===== src/logic/cfe_pkg.sv =====
`default_nettype none
////////////////////////////////////////////////////////////////////////////////
package cfe_pkg;
   // relay address map, one flat index per relay
   localparam int NUM_RELAYS = 72;
   localparam int IDX_W = 7;
   localparam int Q_BASE = 0;
   localparam int Q_NUM = 8;
   localparam int M_BASE = 8;
   localparam int M_NUM = 16;
   localparam int N_BASE = 24;
   localparam int N_NUM = 16;
   localparam int S_BASE = 40;
   localparam int S_NUM = 8;
   localparam int D_BASE = 48;
   localparam int D_NUM = 16;
   localparam int J_BASE = 64;
   localparam int J_NUM = 8;
   // function relay coils
   localparam int FR_NUM = 16;
   localparam int FR_IDX_W = 4;
   // coil function codes
   localparam logic [2:0] FN_CONTACT = 3'h0;
   localparam logic [2:0] FN_INVERT = 3'h1;
   localparam logic [2:0] FN_FALL = 3'h2;
   localparam logic [2:0] FN_RISE = 3'h3;
   localparam logic [2:0] FN_TOGGLE = 3'h4;
   localparam logic [2:0] FN_SET = 3'h5;
   localparam logic [2:0] FN_RESET = 3'h6;
endpackage : cfe_pkg
`default_nettype wire


===== src/logic/cfe_evaluator.sv =====
// Overview of operation
// - contactor coil copies its rung result into the relay at once.
// - inverted contactor makes the relay the inverse of its rung result.
// - falling-edge coil sets relay for exactly one scan on a 1 to 0 change.
// - rising-edge coil sets relay for exactly one scan on a 0 to 1 change.
// - impulse coil toggles the relay on each 0 to 1 change of its result.
// - set coil latches the relay on until a reset coil clears it.
// - set and reset in one scan: the later coil decides.
// - several coils of one relay in a scan: the last one wins.
// - power loss or stop clears every non-retentive relay, latched ones too.
// - retentive relays keep a stored 1 across power loss and stop.
// - power loss or stop clears non-retentive function relay actual values.
// - function relay coils take effect only after the whole pass.
// - edge coils only for marker groups and jumps, never for outputs.
// - expansion relays drive outputs only when an expansion unit is present.
// - a function relay coil is evaluated at most once per scan.
// - a function relay starts from its own coil and drives its contact.
// - rungs and coils are evaluated only in run mode.
`timescale 1ns/1ps
`default_nettype none
////////////////////////////////////////////////////////////////////////////////
module cfe_evaluator #(
   parameter int NUM_RELAYS = cfe_pkg::NUM_RELAYS,
   parameter int FR_NUM = cfe_pkg::FR_NUM
) (
   // clock and reset
   input wire logic core_clk_i,
   input wire logic rst_i,
   // operating state
   input wire logic run_i,
   input wire logic power_ok_i,
   input wire logic expansion_present_i,
   input wire logic [NUM_RELAYS-1:0] retain_mask_i,
   input wire logic [FR_NUM-1:0] fr_retain_i,
   // scan framing
   input wire logic scan_start_i,
   input wire logic scan_end_i,
   // relay coil stream
   input wire logic coil_valid_i,
   input wire logic [2:0] coil_fn_i,
   input wire logic [cfe_pkg::IDX_W-1:0] coil_idx_i,
   input wire logic coil_result_i,
   // function relay coil stream
   input wire logic fr_valid_i,
   input wire logic [cfe_pkg::FR_IDX_W-1:0] fr_idx_i,
   input wire logic fr_result_i,
   // relay states
   output logic [NUM_RELAYS-1:0] relay_state_o,
   output logic [cfe_pkg::Q_NUM-1:0] q_out_o,
   output logic [cfe_pkg::S_NUM-1:0] s_out_o,
   // function relays
   output logic [FR_NUM-1:0] fr_coil_o,
   output logic [FR_NUM-1:0] fr_clear_o,
   // errors
   output logic illegal_coil_o,
   output logic dup_coil_o
);
   // parameter values the index map cannot serve
   if (NUM_RELAYS != cfe_pkg::NUM_RELAYS || FR_NUM < 1 || FR_NUM > cfe_pkg::FR_NUM) begin : g_bad_params
      $error("cfe_evaluator: unsupported parameter values");
   end

   typedef enum logic {PH_IDLE, PH_SCAN} cfe_phase_t;

   ////////////////////////////////////////////////////////////////////////////
   // edge functions only on marker and jump relays
   function automatic logic edge_ok(input logic [cfe_pkg::IDX_W-1:0] idx);
      int i;
      i = int'(idx);
      edge_ok = (i >= cfe_pkg::M_BASE && i < cfe_pkg::M_BASE + cfe_pkg::M_NUM) ||
                (i >= cfe_pkg::N_BASE && i < cfe_pkg::N_BASE + cfe_pkg::N_NUM) ||
                (i >= cfe_pkg::J_BASE && i < cfe_pkg::J_BASE + cfe_pkg::J_NUM);
   endfunction : edge_ok

   function automatic logic is_edge_fn(input logic [2:0] fn);
      is_edge_fn = (fn == cfe_pkg::FN_FALL) || (fn == cfe_pkg::FN_RISE);
   endfunction : is_edge_fn

   ////////////////////////////////////////////////////////////////////////////
   cfe_phase_t phase_reg;
   cfe_phase_t phase_next;
   logic [NUM_RELAYS-1:0] state_reg;
   logic [NUM_RELAYS-1:0] state_next;
   logic [NUM_RELAYS-1:0] prev_reg;
   logic [NUM_RELAYS-1:0] prev_next;
   logic [FR_NUM-1:0] fr_work_reg;
   logic [FR_NUM-1:0] fr_work_next;
   logic [FR_NUM-1:0] fr_seen_reg;
   logic [FR_NUM-1:0] fr_seen_next;
   logic [FR_NUM-1:0] fr_coil_reg;
   logic [FR_NUM-1:0] fr_coil_next;
   logic [FR_NUM-1:0] fr_clear_reg;
   logic [FR_NUM-1:0] fr_clear_next;
   logic [cfe_pkg::Q_NUM-1:0] q_reg;
   logic [cfe_pkg::Q_NUM-1:0] q_next;
   logic [cfe_pkg::S_NUM-1:0] s_reg;
   logic [cfe_pkg::S_NUM-1:0] s_next;
   logic illegal_reg;
   logic illegal_next;
   logic dup_reg;
   logic dup_next;
   logic live;
   logic coil_legal;
   logic coil_take;
   logic fr_take;
   logic cur_bit;
   logic prev_bit;
   logic alu_bit;

   assign live = run_i && power_ok_i && (phase_reg == PH_SCAN);
   assign coil_legal = (int'(coil_idx_i) < NUM_RELAYS) &&
                       (!is_edge_fn(coil_fn_i) || edge_ok(coil_idx_i)) &&
                       (coil_fn_i <= cfe_pkg::FN_RESET);
   assign coil_take = live && coil_valid_i && coil_legal;
   assign fr_take = live && fr_valid_i && (int'(fr_idx_i) < FR_NUM);
   assign cur_bit = coil_take ? state_reg[coil_idx_i] : 1'b0;
   assign prev_bit = coil_take ? prev_reg[coil_idx_i] : 1'b0;

   cfe_coil_alu u_alu (
      .fn_i(coil_fn_i),
      .result_i(coil_result_i),
      .prev_i(prev_bit),
      .cur_i(cur_bit),
      .nxt_o(alu_bit)
   );

   ////////////////////////////////////////////////////////////////////////////
   // scan evaluation
   always_comb begin
      phase_next = phase_reg;
      state_next = state_reg;
      prev_next = prev_reg;
      fr_work_next = fr_work_reg;
      fr_seen_next = fr_seen_reg;
      fr_coil_next = fr_coil_reg;
      fr_clear_next = '0;
      illegal_next = 1'b0;
      dup_next = 1'b0;
      if (!run_i || !power_ok_i) begin
         state_next = state_reg & retain_mask_i;
         prev_next = '0;
         fr_work_next = fr_work_reg & fr_retain_i;
         fr_coil_next = fr_coil_reg & fr_retain_i;
         fr_clear_next = ~fr_retain_i;
         fr_seen_next = '0;
         phase_next = PH_IDLE;
      end else begin
         unique case (phase_reg)
            PH_IDLE: begin
               if (scan_start_i) begin
                  phase_next = PH_SCAN;
                  fr_seen_next = '0;
               end
            end
            PH_SCAN: begin
               if (coil_valid_i && !coil_legal)
                  illegal_next = 1'b1;
               if (coil_take) begin
                  state_next[coil_idx_i] = alu_bit;
                  prev_next[coil_idx_i] = coil_result_i;
               end
               if (fr_take) begin
                  if (fr_seen_reg[fr_idx_i])
                     dup_next = 1'b1;
                  else begin
                     fr_work_next[fr_idx_i] = fr_result_i;
                     fr_seen_next[fr_idx_i] = 1'b1;
                  end
               end
               if (scan_end_i) begin
                  fr_coil_next = fr_work_next;
                  phase_next = PH_IDLE;
               end
            end
         endcase
      end
      q_next = state_next[cfe_pkg::Q_BASE +: cfe_pkg::Q_NUM];
      s_next = expansion_present_i ? state_next[cfe_pkg::S_BASE +: cfe_pkg::S_NUM] : '0;
   end

   always_ff @(posedge core_clk_i) begin
      if (rst_i) begin
         phase_reg <= PH_IDLE;
         state_reg <= '0;
         prev_reg <= '0;
         fr_work_reg <= '0;
         fr_seen_reg <= '0;
         fr_coil_reg <= '0;
         fr_clear_reg <= '0;
         q_reg <= '0;
         s_reg <= '0;
         illegal_reg <= 1'b0;
         dup_reg <= 1'b0;
      end else begin
         phase_reg <= phase_next;
         state_reg <= state_next;
         prev_reg <= prev_next;
         fr_work_reg <= fr_work_next;
         fr_seen_reg <= fr_seen_next;
         fr_coil_reg <= fr_coil_next;
         fr_clear_reg <= fr_clear_next;
         q_reg <= q_next;
         s_reg <= s_next;
         illegal_reg <= illegal_next;
         dup_reg <= dup_next;
      end
   end

   assign relay_state_o = state_reg;
   assign q_out_o = q_reg;
   assign s_out_o = s_reg;
   assign fr_coil_o = fr_coil_reg;
   assign fr_clear_o = fr_clear_reg;
   assign illegal_coil_o = illegal_reg;
   assign dup_coil_o = dup_reg;

   ////////////////////////////////////////////////////////////////////////////
   // checks
   contact_follow_a: assert property (@(posedge core_clk_i) disable iff (rst_i)
      coil_take && coil_fn_i == cfe_pkg::FN_CONTACT
      |=> relay_state_o[$past(coil_idx_i)] == $past(coil_result_i))
      else $error("contactor relay did not follow its result");

   invert_follow_a: assert property (@(posedge core_clk_i) disable iff (rst_i)
      coil_take && coil_fn_i == cfe_pkg::FN_INVERT
      |=> relay_state_o[$past(coil_idx_i)] != $past(coil_result_i))
      else $error("inverted contactor not inverse of result");

   fall_pulse_a: assert property (@(posedge core_clk_i) disable iff (rst_i)
      coil_take && coil_fn_i == cfe_pkg::FN_FALL
      |=> relay_state_o[$past(coil_idx_i)] == ($past(prev_reg[coil_idx_i]) && !$past(coil_result_i)))
      else $error("falling edge pulse wrong");

   rise_pulse_a: assert property (@(posedge core_clk_i) disable iff (rst_i)
      coil_take && coil_fn_i == cfe_pkg::FN_RISE
      |=> relay_state_o[$past(coil_idx_i)] == (!$past(prev_reg[coil_idx_i]) && $past(coil_result_i)))
      else $error("rising edge pulse wrong");

   toggle_flip_a: assert property (@(posedge core_clk_i) disable iff (rst_i)
      coil_take && coil_fn_i == cfe_pkg::FN_TOGGLE && coil_result_i && !prev_reg[coil_idx_i]
      |=> relay_state_o[$past(coil_idx_i)] != $past(state_reg[coil_idx_i]))
      else $error("impulse relay did not toggle");

   latch_set_a: assert property (@(posedge core_clk_i) disable iff (rst_i)
      coil_take && coil_result_i && (coil_fn_i == cfe_pkg::FN_SET || coil_fn_i == cfe_pkg::FN_RESET)
      |=> relay_state_o[$past(coil_idx_i)] == ($past(coil_fn_i) == cfe_pkg::FN_SET))
      else $error("set or reset coil not applied");

   stop_clear_a: assert property (@(posedge core_clk_i) disable iff (rst_i)
      !run_i || !power_ok_i
      |=> relay_state_o == ($past(relay_state_o) & $past(retain_mask_i)))
      else $error("stop did not clear non-retentive relays");

   fr_clear_a: assert property (@(posedge core_clk_i) disable iff (rst_i)
      !power_ok_i |=> fr_clear_o == ~$past(fr_retain_i) && (fr_coil_o & ~$past(fr_retain_i)) == '0)
      else $error("function relay values not cleared");

   fr_hold_a: assert property (@(posedge core_clk_i) disable iff (rst_i)
      run_i && power_ok_i && !scan_end_i |=> $stable(fr_coil_o))
      else $error("function relay coil changed mid pass");

   edge_refuse_a: assert property (@(posedge core_clk_i) disable iff (rst_i)
      live && coil_valid_i && is_edge_fn(coil_fn_i) && !edge_ok(coil_idx_i)
      |=> illegal_coil_o && $stable(relay_state_o))
      else $error("edge coil on output relay accepted");

   exp_off_a: assert property (@(posedge core_clk_i) disable iff (rst_i)
      !expansion_present_i |=> s_out_o == '0)
      else $error("expansion outputs driven without unit");

   dup_flag_a: assert property (@(posedge core_clk_i) disable iff (rst_i)
      fr_take && fr_seen_reg[fr_idx_i] |=> dup_coil_o && $stable(fr_work_reg))
      else $error("duplicate function relay coil not refused");

   idle_ignore_a: assert property (@(posedge core_clk_i) disable iff (rst_i)
      run_i && power_ok_i && phase_reg == PH_IDLE |=> $stable(relay_state_o))
      else $error("relay changed outside a scan");

   prev_track_a: assert property (@(posedge core_clk_i) disable iff (rst_i)
      coil_take |=> prev_reg[$past(coil_idx_i)] == $past(coil_result_i))
      else $error("previous rung result not kept");

   fr_apply_a: assert property (@(posedge core_clk_i) disable iff (rst_i)
      live && scan_end_i && !fr_take |=> fr_coil_o == $past(fr_work_reg))
      else $error("function relay coils not applied at pass end");

   stop_fr_a: assert property (@(posedge core_clk_i) disable iff (rst_i)
      !run_i |=> (fr_clear_o == ~$past(fr_retain_i)) && ((fr_coil_o & ~$past(fr_retain_i)) == '0))
      else $error("stop did not clear function relay values");

   stop_quiet_a: assert property (@(posedge core_clk_i) disable iff (rst_i)
      !run_i |=> !illegal_coil_o && !dup_coil_o)
      else $error("coil evaluated while stopped");

   exp_follow_a: assert property (@(posedge core_clk_i) disable iff (rst_i)
      expansion_present_i |=> s_out_o == relay_state_o[cfe_pkg::S_BASE +: cfe_pkg::S_NUM])
      else $error("expansion outputs do not follow their relays");

   q_follow_a: assert property (@(posedge core_clk_i) disable iff (rst_i)
      q_out_o == relay_state_o[cfe_pkg::Q_BASE +: cfe_pkg::Q_NUM])
      else $error("output terminals do not follow their relays");
endmodule : cfe_evaluator
`default_nettype wire


===== src/logic/cfe_coil_alu.sv =====
`timescale 1ns/1ps
`default_nettype none
////////////////////////////////////////////////////////////////////////////////
// next relay state from one coil evaluation
module cfe_coil_alu (
   // coil
   input wire logic [2:0] fn_i,
   input wire logic result_i,
   input wire logic prev_i,
   input wire logic cur_i,
   // relay
   output logic nxt_o
);
   always_comb begin
      unique case (fn_i)
         cfe_pkg::FN_CONTACT: nxt_o = result_i;
         cfe_pkg::FN_INVERT: nxt_o = ~result_i;
         cfe_pkg::FN_FALL: nxt_o = prev_i & ~result_i;
         cfe_pkg::FN_RISE: nxt_o = ~prev_i & result_i;
         cfe_pkg::FN_TOGGLE: nxt_o = cur_i ^ (~prev_i & result_i);
         cfe_pkg::FN_SET: nxt_o = cur_i | result_i;
         cfe_pkg::FN_RESET: nxt_o = cur_i & ~result_i;
         default: nxt_o = cur_i;
      endcase
   end
endmodule : cfe_coil_alu
`default_nettype wire


===== config.mk =====
export PLATFORM = sky130hd
export DESIGN_NAME = cfe_evaluator
export DESIGN_NICKNAME = d
export VERILOG_FILES = /design/src/logic/cfe_pkg.sv /design/src/logic/cfe_evaluator.sv /design/src/logic/cfe_coil_alu.sv
export SDC_FILE = /design/constraint.sdc
export NUM_CORES = 1
export LEC_CHECK = 0
export BUFFER_PORTS_ARGS = -buffer_cell sky130_fd_sc_hd__buf_2
export CAP_MARGIN = 20
export CORE_AREA = 10 10 157 159
export DETAILED_ROUTE_END_ITERATION = 6
export DIE_AREA = 0 0 167 169
export GPL_TIMING_DRIVEN = 0
export PLACE_DENSITY = 0.77
export SYNTH_ARGS = -nofsm -noshare
export SYNTH_HDL_FRONTEND = slang
export SYNTH_HIERARCHICAL = 1
export SYNTH_SLANG_ARGS = --single-unit

===== constraint.sdc =====
create_clock -name core_clk_i -period 4.1 [get_ports core_clk_i]
set_input_delay 0.615 -clock core_clk_i [delete_from_list [all_inputs] [get_ports core_clk_i]]
set_output_delay 0.615 -clock core_clk_i [all_outputs]
set_load 0.01 [all_outputs]

## Yosys cells after proc, flatten, opt, wreduce, memory -nomap -nowiden

Cells that the tools add are included.

| cells by class | value |
|---|---|
| muxes and demuxes | 35 |
| equal/unequal tests | 9 |
| $lt $le $gt $ge | 11 |
| bitwise gates (word level) | 16 |
| reductions and logical operators | 35 |

Operator list:

| operator | number |
|---|---|
| 2-to-1 mux 72 bit | 3 |
| 2-to-1 mux 16 bit | 10 |
| bitwise mux 72 bit | 2 |
| bitwise AND 72 bit | 1 |
| bitwise AND 16 bit | 2 |
| case mux 16 bit (2 select lines) | 1 |
| bitwise mux 16 bit | 1 |
| inverter 16 bit | 1 |
| bitwise OR 16 bit | 1 |
| binary-select mux 1 bit (select 7 bit) | 2 |
| logical AND 1 bit | 13 |
| 2-to-1 mux 1 bit | 11 |
| == test 3 bit, second input constant | 3 |
| < comparator 7 x 8 -> 1 bit, second input constant | 1 |
| demux 1 bit (select 7 bit) | 1 |
| greater-or-equal comparator 7 x 1 -> 1 bit, second input constant | 1 |
| greater-or-equal comparator 7 x 4 -> 1 bit, second input constant | 1 |
| greater-or-equal comparator 7 x 5 -> 1 bit, second input constant | 1 |
| greater-or-equal comparator 7 bit, second input constant | 1 |
| < comparator 7 x 5 -> 1 bit, second input constant | 1 |
| < comparator 7 x 6 -> 1 bit, second input constant | 1 |
| < comparator 7 bit, second input constant | 1 |
| case mux 1 bit (7 select lines) | 1 |
| == test 3 x 2 -> 1 bit, second input constant | 2 |
| other kinds (22) | 43 |

| storage, ports and cells | value |
|---|---|
| flip-flop bits (word level) | 227 |

## Logic depth before layout (Yosys ltp)

Gate-level depths: netlist of the first run.

| logic depth | value |
|---|---|
| depth in word-level cells | 17 |
| gate-level depth with buffers | 17 |

## By module

Netlist of the first run, hierarchy kept.

Modules (own cells, without submodules):

| module | cells each | seq. area each (µm²) | times used | area each (µm²) |
|---|---|---|---|---|
| cfe_evaluator | 1205 | 4384.2 | 1 | 10541.4 |
| cfe_coil_alu | 14 | 0.0 | 1 | 93.8 |

## Worst setup path after synthesis of the first run

No wires, ideal clock.

| timing | value |
|---|---|
| path type | input to register |
| from | input port coil_idx_i[0] (netlist name) |
| to | register state_reg[24] (netlist: relay_state_o[24]) |
| buffers on the path | 5 |
| cell stages on the path | 16 |
| path slack | 482 ps |
| setup time | 87 ps |
| data arrival time | 3531 ps |
| cells stage by stage | buf_2 buf_4 buf_2 nor2_1 a221oi_1 a22oi_1 a211o_1 a211oi_1 inv_1 a221oi_1 a211o_1 nor2b_1 buf_1 clkbuf_1 nand3_1 o31ai_1 |

| on the way | value |
|---|---|
| elaborated cells on any way between the ends | 39 |
| classes of those cells | 8 x order compare; 13 x mux; 6 x bitwise; 12 x reduce/logical |

RTL lines:

| item | RTL line | source |
|---|---|---|
| start, declared | cfe_evaluator.sv:41 | `input wire logic [cfe_pkg::IDX_W-1:0] coil_idx_i,` |
| greater-or-equal comparator 7 x 4 -> 1 bit, or another cell as far along | cfe_evaluator.sv:70 | `edge_ok = (i >= cfe_pkg::M_BASE && i < cfe_pkg::M_BASE + cfe_pkg::M_NUM) \|\|` |
| logical AND 1 bit (on tied branches) | cfe_evaluator.sv:70, cfe_evaluator.sv:71 |  |
| logical OR 1 bit | cfe_evaluator.sv:70 |  |
| logical OR 1 bit | cfe_evaluator.sv:71 | `(i >= cfe_pkg::N_BASE && i < cfe_pkg::N_BASE + cfe_pkg::N_NUM) \|\|` |
| logical OR 1 bit | cfe_evaluator.sv:112 | `(!is_edge_fn(coil_fn_i) \|\| edge_ok(coil_idx_i)) &&` |
| logical AND 1 bit | cfe_evaluator.sv:111 | `assign coil_legal = (int'(coil_idx_i) < NUM_RELAYS) &&` |
| logical AND 1 bit | cfe_evaluator.sv:112 |  |
| logical AND 1 bit | cfe_evaluator.sv:114 | `assign coil_take = live && coil_valid_i && coil_legal;` |
| 2-to-1 mux 1 bit * | cfe_evaluator.sv:116 | `assign cur_bit = coil_take ? state_reg[coil_idx_i] : 1'b0;` |
| named net cur_bit | cfe_evaluator.sv:106 | `logic cur_bit;` |
| bitwise AND 1 bit, or another cell as far along | cfe_coil_alu.sv:22 | `cfe_pkg::FN_RESET: nxt_o = cur_i & ~result_i;` |
| case mux 1 bit (7 select lines) * | cfe_coil_alu.sv:15 | `unique case (fn_i)` |
| named net alu_bit | cfe_evaluator.sv:108 | `logic alu_bit;` |
| bitwise mux 72 bit * | cfe_evaluator.sv:159 | `state_next[coil_idx_i] = alu_bit;` |
| 2-to-1 mux 72 bit * | cfe_evaluator.sv:158 | `if (coil_take) begin` |
| 2-to-1 mux 72 bit * | cfe_evaluator.sv:148 | `unique case (phase_reg)` |
| 2-to-1 mux 72 bit * | cfe_evaluator.sv:139 | `if (!run_i \|\| !power_ok_i) begin` |
| end signal, assigned | cfe_evaluator.sv:196 | `state_reg <= state_next;` |
| end, declared | cfe_evaluator.sv:82 | `logic [NUM_RELAYS-1:0] state_reg;` |

Mark *: on every way through the listed nets, which the timed path passes. The rest lies on a longest branch. The select of a mux whose other input is x is not followed.
A chain may end at the register's enable or synchronous reset.

## Worst setup path in the final report of the first run

| timing | value |
|---|---|
| from | input port coil_idx_i[0] (netlist name) |
| to | register state_reg[28] (netlist: relay_state_o[28]) |

The elaborated chain is that of the path after synthesis.

==> results of run 1 <==
==> area by class of cell <==
type	count	share of cell area (%)
Clock buffer	32	5.354
Sequential cell	219	33.44
Timing Repair Buffer	227	8.666
Clock inverter	11	1.775
Inverter	22	0.6585
Buffer	100	3.636
Tap cell	280	2.672
Multi-Input combinational cell	876	43.80
==> kinds of logic (layout without fill, tap and decap cells) <==
kind of cell | Yosys count | in the layout | share of synthesized area (%)
simple gates | 475 | 475 | 21.39
buf+inv | 124 | 392 | 4.941
compound gates | 241 | 241 | 14.84
flops | 219 | 219 | 41.22
mux | 160 | 160 | 17.61
==> cells in the mapped netlist (5+ instances only) <==
| cell type | count |
|---|---|
| nor2b_1 | 35 |
| mux4_2 | 19 |
| a22o_1 | 9 |
| mux2_1 | 18 |
| dfxtp_1 | 219 |
| mux2_2 | 9 |
| mux2i_1 | 114 |
| a21oi_1 | 23 |
| buf_1 | 5 |
| nand2b_1 | 16 |
| buf_4 | 10 |
| clkbuf_1 | 74 |
| nor2_1 | 145 |
| o21a_1 | 9 |
| a211oi_1 | 8 |
| nor3_1 | 33 |
| o21ai_1 | 16 |
| inv_1 | 19 |
| nand2_1 | 153 |
| buf_2 | 12 |
| o22ai_1 | 32 |
| nor3_2 | 17 |
| a2bb2oi_1 | 16 |
| o221ai_1 | 6 |
| o21ai_0 | 65 |
| nand3_1 | 42 |
| o31ai_1 | 29 |
==> routing by layer <==
layer  up-vias  part of all wire [%]
li1       4811                     -
met1      4999                    40
met2       574                    47
met3       113                   8.7
met4         0                   4.2
met5         -                     0
==> power groups by stage <==
stage / registers [mW] / logic [mW] / clock network, mW
finish: 2.14 / 0.416 / 2.55
global route: 2.14 / 0.442 / 2.64
CTS: 2.14 / 0.404 / 2.56
detailed placement: 2.19 / 0.398 / 0
global placement: 2.18 / 0.396 / 0
floorplan: 2.19 / 0.206 / 0
==> worst max-delay path by stage <==
stage	start	slack, ns	depth (start not counted)	endpoint
after floorplan	coil_idx_i[0]	0.48	16	relay_state_o[24]$_SDFFE_PP0P_
after global placement	coil_idx_i[1]	-1.30	16	relay_state_o[69]$_SDFFE_PP0P_
after detailed placement	coil_idx_i[1]	-1.39	16	relay_state_o[52]$_SDFFE_PP0P_
after CTS	coil_idx_i[1]	0.02	16	relay_state_o[1]$_SDFFE_PP0P_
after global routing	coil_idx_i[1]	-0.002	16	relay_state_o[28]$_SDFFE_PP0P_
final	coil_idx_i[0]	0.18	16	relay_state_o[28]$_SDFFE_PP0P_
==> through the flow <==
step	setup slack [ns]	total power, mW	hold slack (ns)	TNS (ns)	std cells
floorplan	0.4818	2.396	0.4204	0	1219
global placement	-1.303	2.581	0.4306	-79.10	1726
detailed placement	-1.387	2.583	0.4408	-85.68	1726
CTS	0.02281	5.103	0.2696	0	1769
global route	-0.001826	5.215	0.2888	-0.001826	1767
finish	0.1797	5.108	0.2821	0	1767
==> cell usage in the layout (no fill, tap or decap), types with 9 or more instances in the layout <==
cell type and count:
clkbuf_16 25, nor2_1 145, nor3_1 33, buf_4 10, o31ai_1 29, mux4_2 19
a21oi_1 23, o21ai_0 65, o22ai_1 32, a2bb2oi_1 16, nand2b_1 16, buf_2 237
o21a_1 9, mux2i_1 114, clkbuf_1 63, o21ai_1 16, dfxtp_1 219, mux2_2 9
nand2_1 153, mux2_1 18, nand3_1 41, inv_1 19, nor3_2 17, a22o_1 9
nor2b_1 35
==> metrics.md, run 1 <==
| Metric | Value |
|---|---|
| Number of synthesized register bits | 219 |
| Main area contributors after synthesis | dfxtp_1 (41%), mux2i_1 (11%), nand2_1 (5.4%), nor2_1 (5.1%), mux4_2 (4.0%) |
| Leak | 5.130 nW |
| Number of synthesized flops with an enable pin | 0 |
| Max Slew Vio Count | 0 |
| Fin crit period | between 3 and 4 ns |
| GRT Overall Usage | 27.65% |
| Met3 Use GR | ~5.1% |
| Sw Ratio | between 20% and 30% |
| Placed standard-cell area | around 12000 µm² |
| P&R area growth vs syn | 23.27% |
| Final setup fails | 0 |
| Synth area leader | dfxtp_1 |
| Finished Cell Area | ~13000 µm² |
| Top FF cell, synth | dfxtp_1 |
| Syn nets | between 1000 and 1500 |
| F_max | approximately 0.26 GHz |
| WS Path Type | in -> reg |
| Layer with the highest usage | met2 |
| Global-route wire length before repair | slightly above 60000 µm |
| Post-cts resize count | 13 |
| Status | finished, final reports clean |
| Register area share after synthesis | roughly 41% |
| Met2 Usage GRT | ~46% |
| Critical path arrival | about 4.4 ns |
| Synth top area share | about 41% |
| Area of the multi-input gates | roughly 5700 µm² |
| Hold-fix buffers, CTS | 0 |
| Core ar. | ~22000 µm² |
| Setup crit end kind | flop |
| Worst vdd ir | 0.2954 mV |
| CTS tree | done |
| Clock group share of total power | around half |
| Via/cell ratio | just under 6 |
| Share of cells above drive strength 1 | between 20 and 25% |
| Hold_sp | fr_retain_i[8] |
| Mapped Avg Cell Area | 8.725 µm² |
| Synthesized area | 10640 µm² |
| Clock buffer depth | 3 |
| Aggregate routed wire length | a little over 40000 µm |
| Slew Limit Headroom | 37.80% |
| Yosys warns | 6 |
| Worst R2R Path Depth | 13 |
| Reg2reg start | prev_reg[58]$_SDFFE_PP0P_ |
| Grt met1 use | between 30% and 40% |
| Final #Nets | approximately 1600 |
| FF/Latch Area | around 4400 µm² |
| CP required | approximately 4.5 ns |
| RR Endpoint | relay_state_o[50]$_SDFFE_PP0P_ |
| Number of global-route vias before repair | slightly above 10000 |
| Worst skew pair latency | around 0.53 ns |
| Hold Path Class | in -> reg |
| Antenna violations before repair | 0 |
| Iter 0 DRT Violations | around 1200 |
| GP Congestion | 1.012 |
| Comb power frac | a little over 8% |
| Util after Layout | between 60% and 70% |
| Switching power | 1.209 mW |
| Worst path buffer plus inverter count | 4 |
| Worst Max-Slew Pin Slew | 0.9330 ns |
| Distinct cells, synth | 66 |
| CTS Buf Count | 24 |
| Die area | between 20000 and 30000 µm² |
| FP Rows | between 50 and 60 |
| CTS Root Cell | clkbuf_16 |
| Setup Buffers After CTS | 0 |
| Asr flop ratio synth | 0% |
| Routed len/inst | between 20 and 25 µm |
| Clk_skew | 0.01727 ns |
| Worst-path clk slew | 0.06 ns |
| DRC Markers | 0 |
| ANT cells | 0 |
| Max-cap violations | 0 |
| Detailed Routing Iterations Pass 1 | 5 |
| DPL Wire Length | approximately 31000 µm |
| Initial Util | about half |
| DR vias | roughly 10000 |
| Cell count after synthesis | 1219 |
| Pwr per Cell Area | around 400 nW/µm² |
| Critical-path cell list | clkbuf_4 > buf_2 > nand2_1 > o22ai_1 > a221oi_2 > a22oi_1 > a211o_1 > a211oi_2 > o21ai_0 > a221oi_1 > a211o_1 > nor2b_1 > clkbuf_4 > clkbuf_2 > nand3_1 > o31ai_1 |
| Htree depth | 1 |
| Die width | roughly 170 µm |
| Worst Setup Start Kind | input port |
| Reg2reg setup slack | roughly 0.52 ns |
| Worst hold stages | 2 |
| CP max stage delay | approximately 0.38 ns |
| Vert. Die Dim | 169 µm |
| Crit path max-delay family | compound AO/OA/AOI/OAI gates |
| IO Count | 235 |
| FILL cells | 1900 |
| Reg power frac | 41.8% |
| Largest net degree at the start of global routing | 14 |
| Crit-path max FO | 10 |
| Final hold violation count | 0 |
| Clock sink count | around 220 |
| DRT antenna net count | 0 |
| Worst Hold Path EP | fr_clear_o[8]$_SDFF_PP0_ |
| Internal | roughly 3.9 mW |
| GRT Residual Overflow | 0 |
| CP max-delay cell | nand2_1 |
| Final Cycle Share | between 90% and 100% |
| Port Buffer Count | between 200 and 250 |
(Power assumes the default switching activity.)
==> inputs of run 2 (changes only) <==
Settings changed: RECOVER_POWER from default to 100.
==> metrics.md, run 2 (synthesis results as in run 1) <==
| Metric | Value |
|---|---|
| Port Buffer Count | around 230 |
| Hold-fix buffers, CTS | 0 |
| Antenna violations before repair | 0 |
| Aggregate routed wire length | 41280 µm |
| FP Rows | 54 |
| Overall power | 5.101 mW |
| Setup WS pre-CTS | -1.387 ns |
| Critical-path cell list | buf_2 > clkbuf_4 > clkbuf_4 > mux2i_1 > a221oi_1 > a22oi_1 > a211o_1 > a211oi_2 > o21ai_0 > a221oi_1 > a211o_1 > nor2b_1 > clkbuf_4 > clkbuf_2 > nand3_1 > o31ai_1 |
| Finished Cell Area | 12920 µm² |
| Crit-path max FO | 10 |
| GRT Residual Overflow | 0 |
| F_max | between 0.2 and 0.3 GHz |
| Global-route wire length before repair | between 60000 and 70000 µm |
| Final #Nets | approximately 1600 |
| DRC Markers | 0 |
| Clk_skew | 0.01953 ns |
| DRT antenna net count | 0 |
| Vert. Die Dim | 169 µm |
| P&R area growth vs syn | 21.46% |
| Status | finished, final reports clean |
| CTS tree | done |
| Util after Layout | between 50% and 60% |
| IO Count | about 240 |
| Worst vdd ir | between 0.2 and 0.3 mV |
| Final cell count without fillers | 1767 |
| Worst Max-Slew Pin Slew | 1.266 ns |
| CP max stage delay | 0.39 ns |
| Fin crit period | between 3 and 4 ns |
| Leak | ~4.6 nW |
| Final setup fails | 0 |
| Clock sink count | between 200 and 250 |
| Max Slew Vio Count | 0 |
| CTS Buf Count | 24 |
| Fin Setup TNS | 0 ns |
| CTS Root Cell | clkbuf_16 |
| DPL Wire Length | ~31000 µm |
| ANT cells | 0 |
| Placed standard-cell area | approximately 12000 µm² |
| GRT Overall Usage | between 20 and 30% |
| Share of cells above drive strength 1 | between 10% and 20% |
| Clock buffer depth | 3 |
| Pwr per Cell Area | 394.9 nW/µm² |
| Post-cts resize count | 13 |
| Critical path arrival | approximately 4.4 ns |
| Initial Util | between 40 and 50% |
| Worst Setup Start Kind | input port |
| CP max-delay cell | a211o_1 |
| Slew Limit Headroom | about 15% |
| Worst skew pair latency | between 0.5 and 0.6 ns |
| Htree depth | 1 |
| Crit path max-delay family | compound AO/OA/AOI/OAI gates |
| Detailed Routing Iterations Pass 1 | 6 |
| Worst-path clk slew | approximately 0.06 ns |
| WHS | 0.2867 ns |
| DR vias | around 10000 |
| WS Path Type | in -> reg |
| Final hold violation count | 0 |
| Iter 0 DRT Violations | 1159 |
| Via/cell ratio | 5.937 |
| Setup Buffers After CTS | 0 |
| Core ar. | 21550 µm² |
| Max-cap violations | 0 |
| Die width | around 170 µm |
| Routed len/inst | ~23 µm |
| Die area | 28220 µm² |
| PnR worst setup slack | around 0.18 ns |
| GP Congestion | 1.012 |
| Commonest non-fill, non-tap cell in the layout | dfxtp_1 |
| Crit-path most repeated cell | clkbuf_4 |
| Number of global-route vias before repair | just over 10000 |
| Setup crit end kind | flop |
| Worst path buffer plus inverter count | 5 |
| Commonest non-fill, non-tap cells in the layout | dfxtp_1 (219), clkbuf_1 (185), nand2_1 (153) |
| Placed Cells | around 1700 |
| Final Cycle Share | between 90% and 100% |
| Largest net degree at the start of global routing | 14 |
| CP required | ~4.5 ns |
| Hold Path Class | in -> reg |
## run 2: power breakdown
part / switching (mW) / total (mW) / internal (mW) / leakage, nW
Clock: 0.913 / 2.55 / 1.64 / 0.457
Sequential: 0.00194 / 2.14 / 2.14 / 1.77
Combinational: 0.291 / 0.413 / 0.122 / 2.38
## run 2: final timing paths
path / startpoint / end / slack, ns / depth (start not counted)
max: coil_idx_i[1] / relay_state_o[31]$_SDFFE_PP0P_ / 0.18 / 16
min: fr_retain_i[3] / fr_clear_o[3]$_SDFF_PP0_ / 0.29 / 2
max reg2reg: prev_reg[58]$_SDFFE_PP0P_ / relay_state_o[50]$_SDFFE_PP0P_ / 0.50 / 13
min reg2reg: fr_seen_reg[15]$_SDFFE_PP0P_ / fr_seen_reg[15]$_SDFFE_PP0P_ / 0.46 / 2
## run 2: cell type report
| cell class | count | area, µm² |
|---|---|---|
| tap | 280 | 350.3 |
| buffer | 100 | 469.2 |
| inverter | 22 | 86.33 |
| timing repair buffer | 227 | 989.7 |
| fill | 1956 | 8636 |
| clock buffer | 32 | 701.9 |
| clock inverter | 11 | 232.7 |
| sequential | 219 | 4384 |
| multi-input combinational | 876 | 5703 |
## run 2: worst reg2reg max path, stage by stage (launching register included)
cell	delay (ns)
dfxtp_1	0.32
nor2b_1	0.15
a211oi_1	0.06
or4b_1	0.51
a221o_1	0.30
a32oi_1	0.33
o31a_1	0.29
nand3b_1	0.15
o211ai_1	0.09
a211o_1	0.27
nor2b_1	0.14
clkbuf_4	0.22
clkbuf_2	0.28
mux2_1	0.36
## run 2: routing by layer
metal  wire length (µm)  vias to the layer above  part of all wire (%)  global-route usage (%)
li1                   -                     4814                     -                       -
met1              16610                     5000                    40                   34.64
met2              19430                      574                    47                   46.18
met5                  0                        -                     0                       0
met4               1659                        0                   4.0                   10.77
met3               3584                      102                   8.7                   5.118
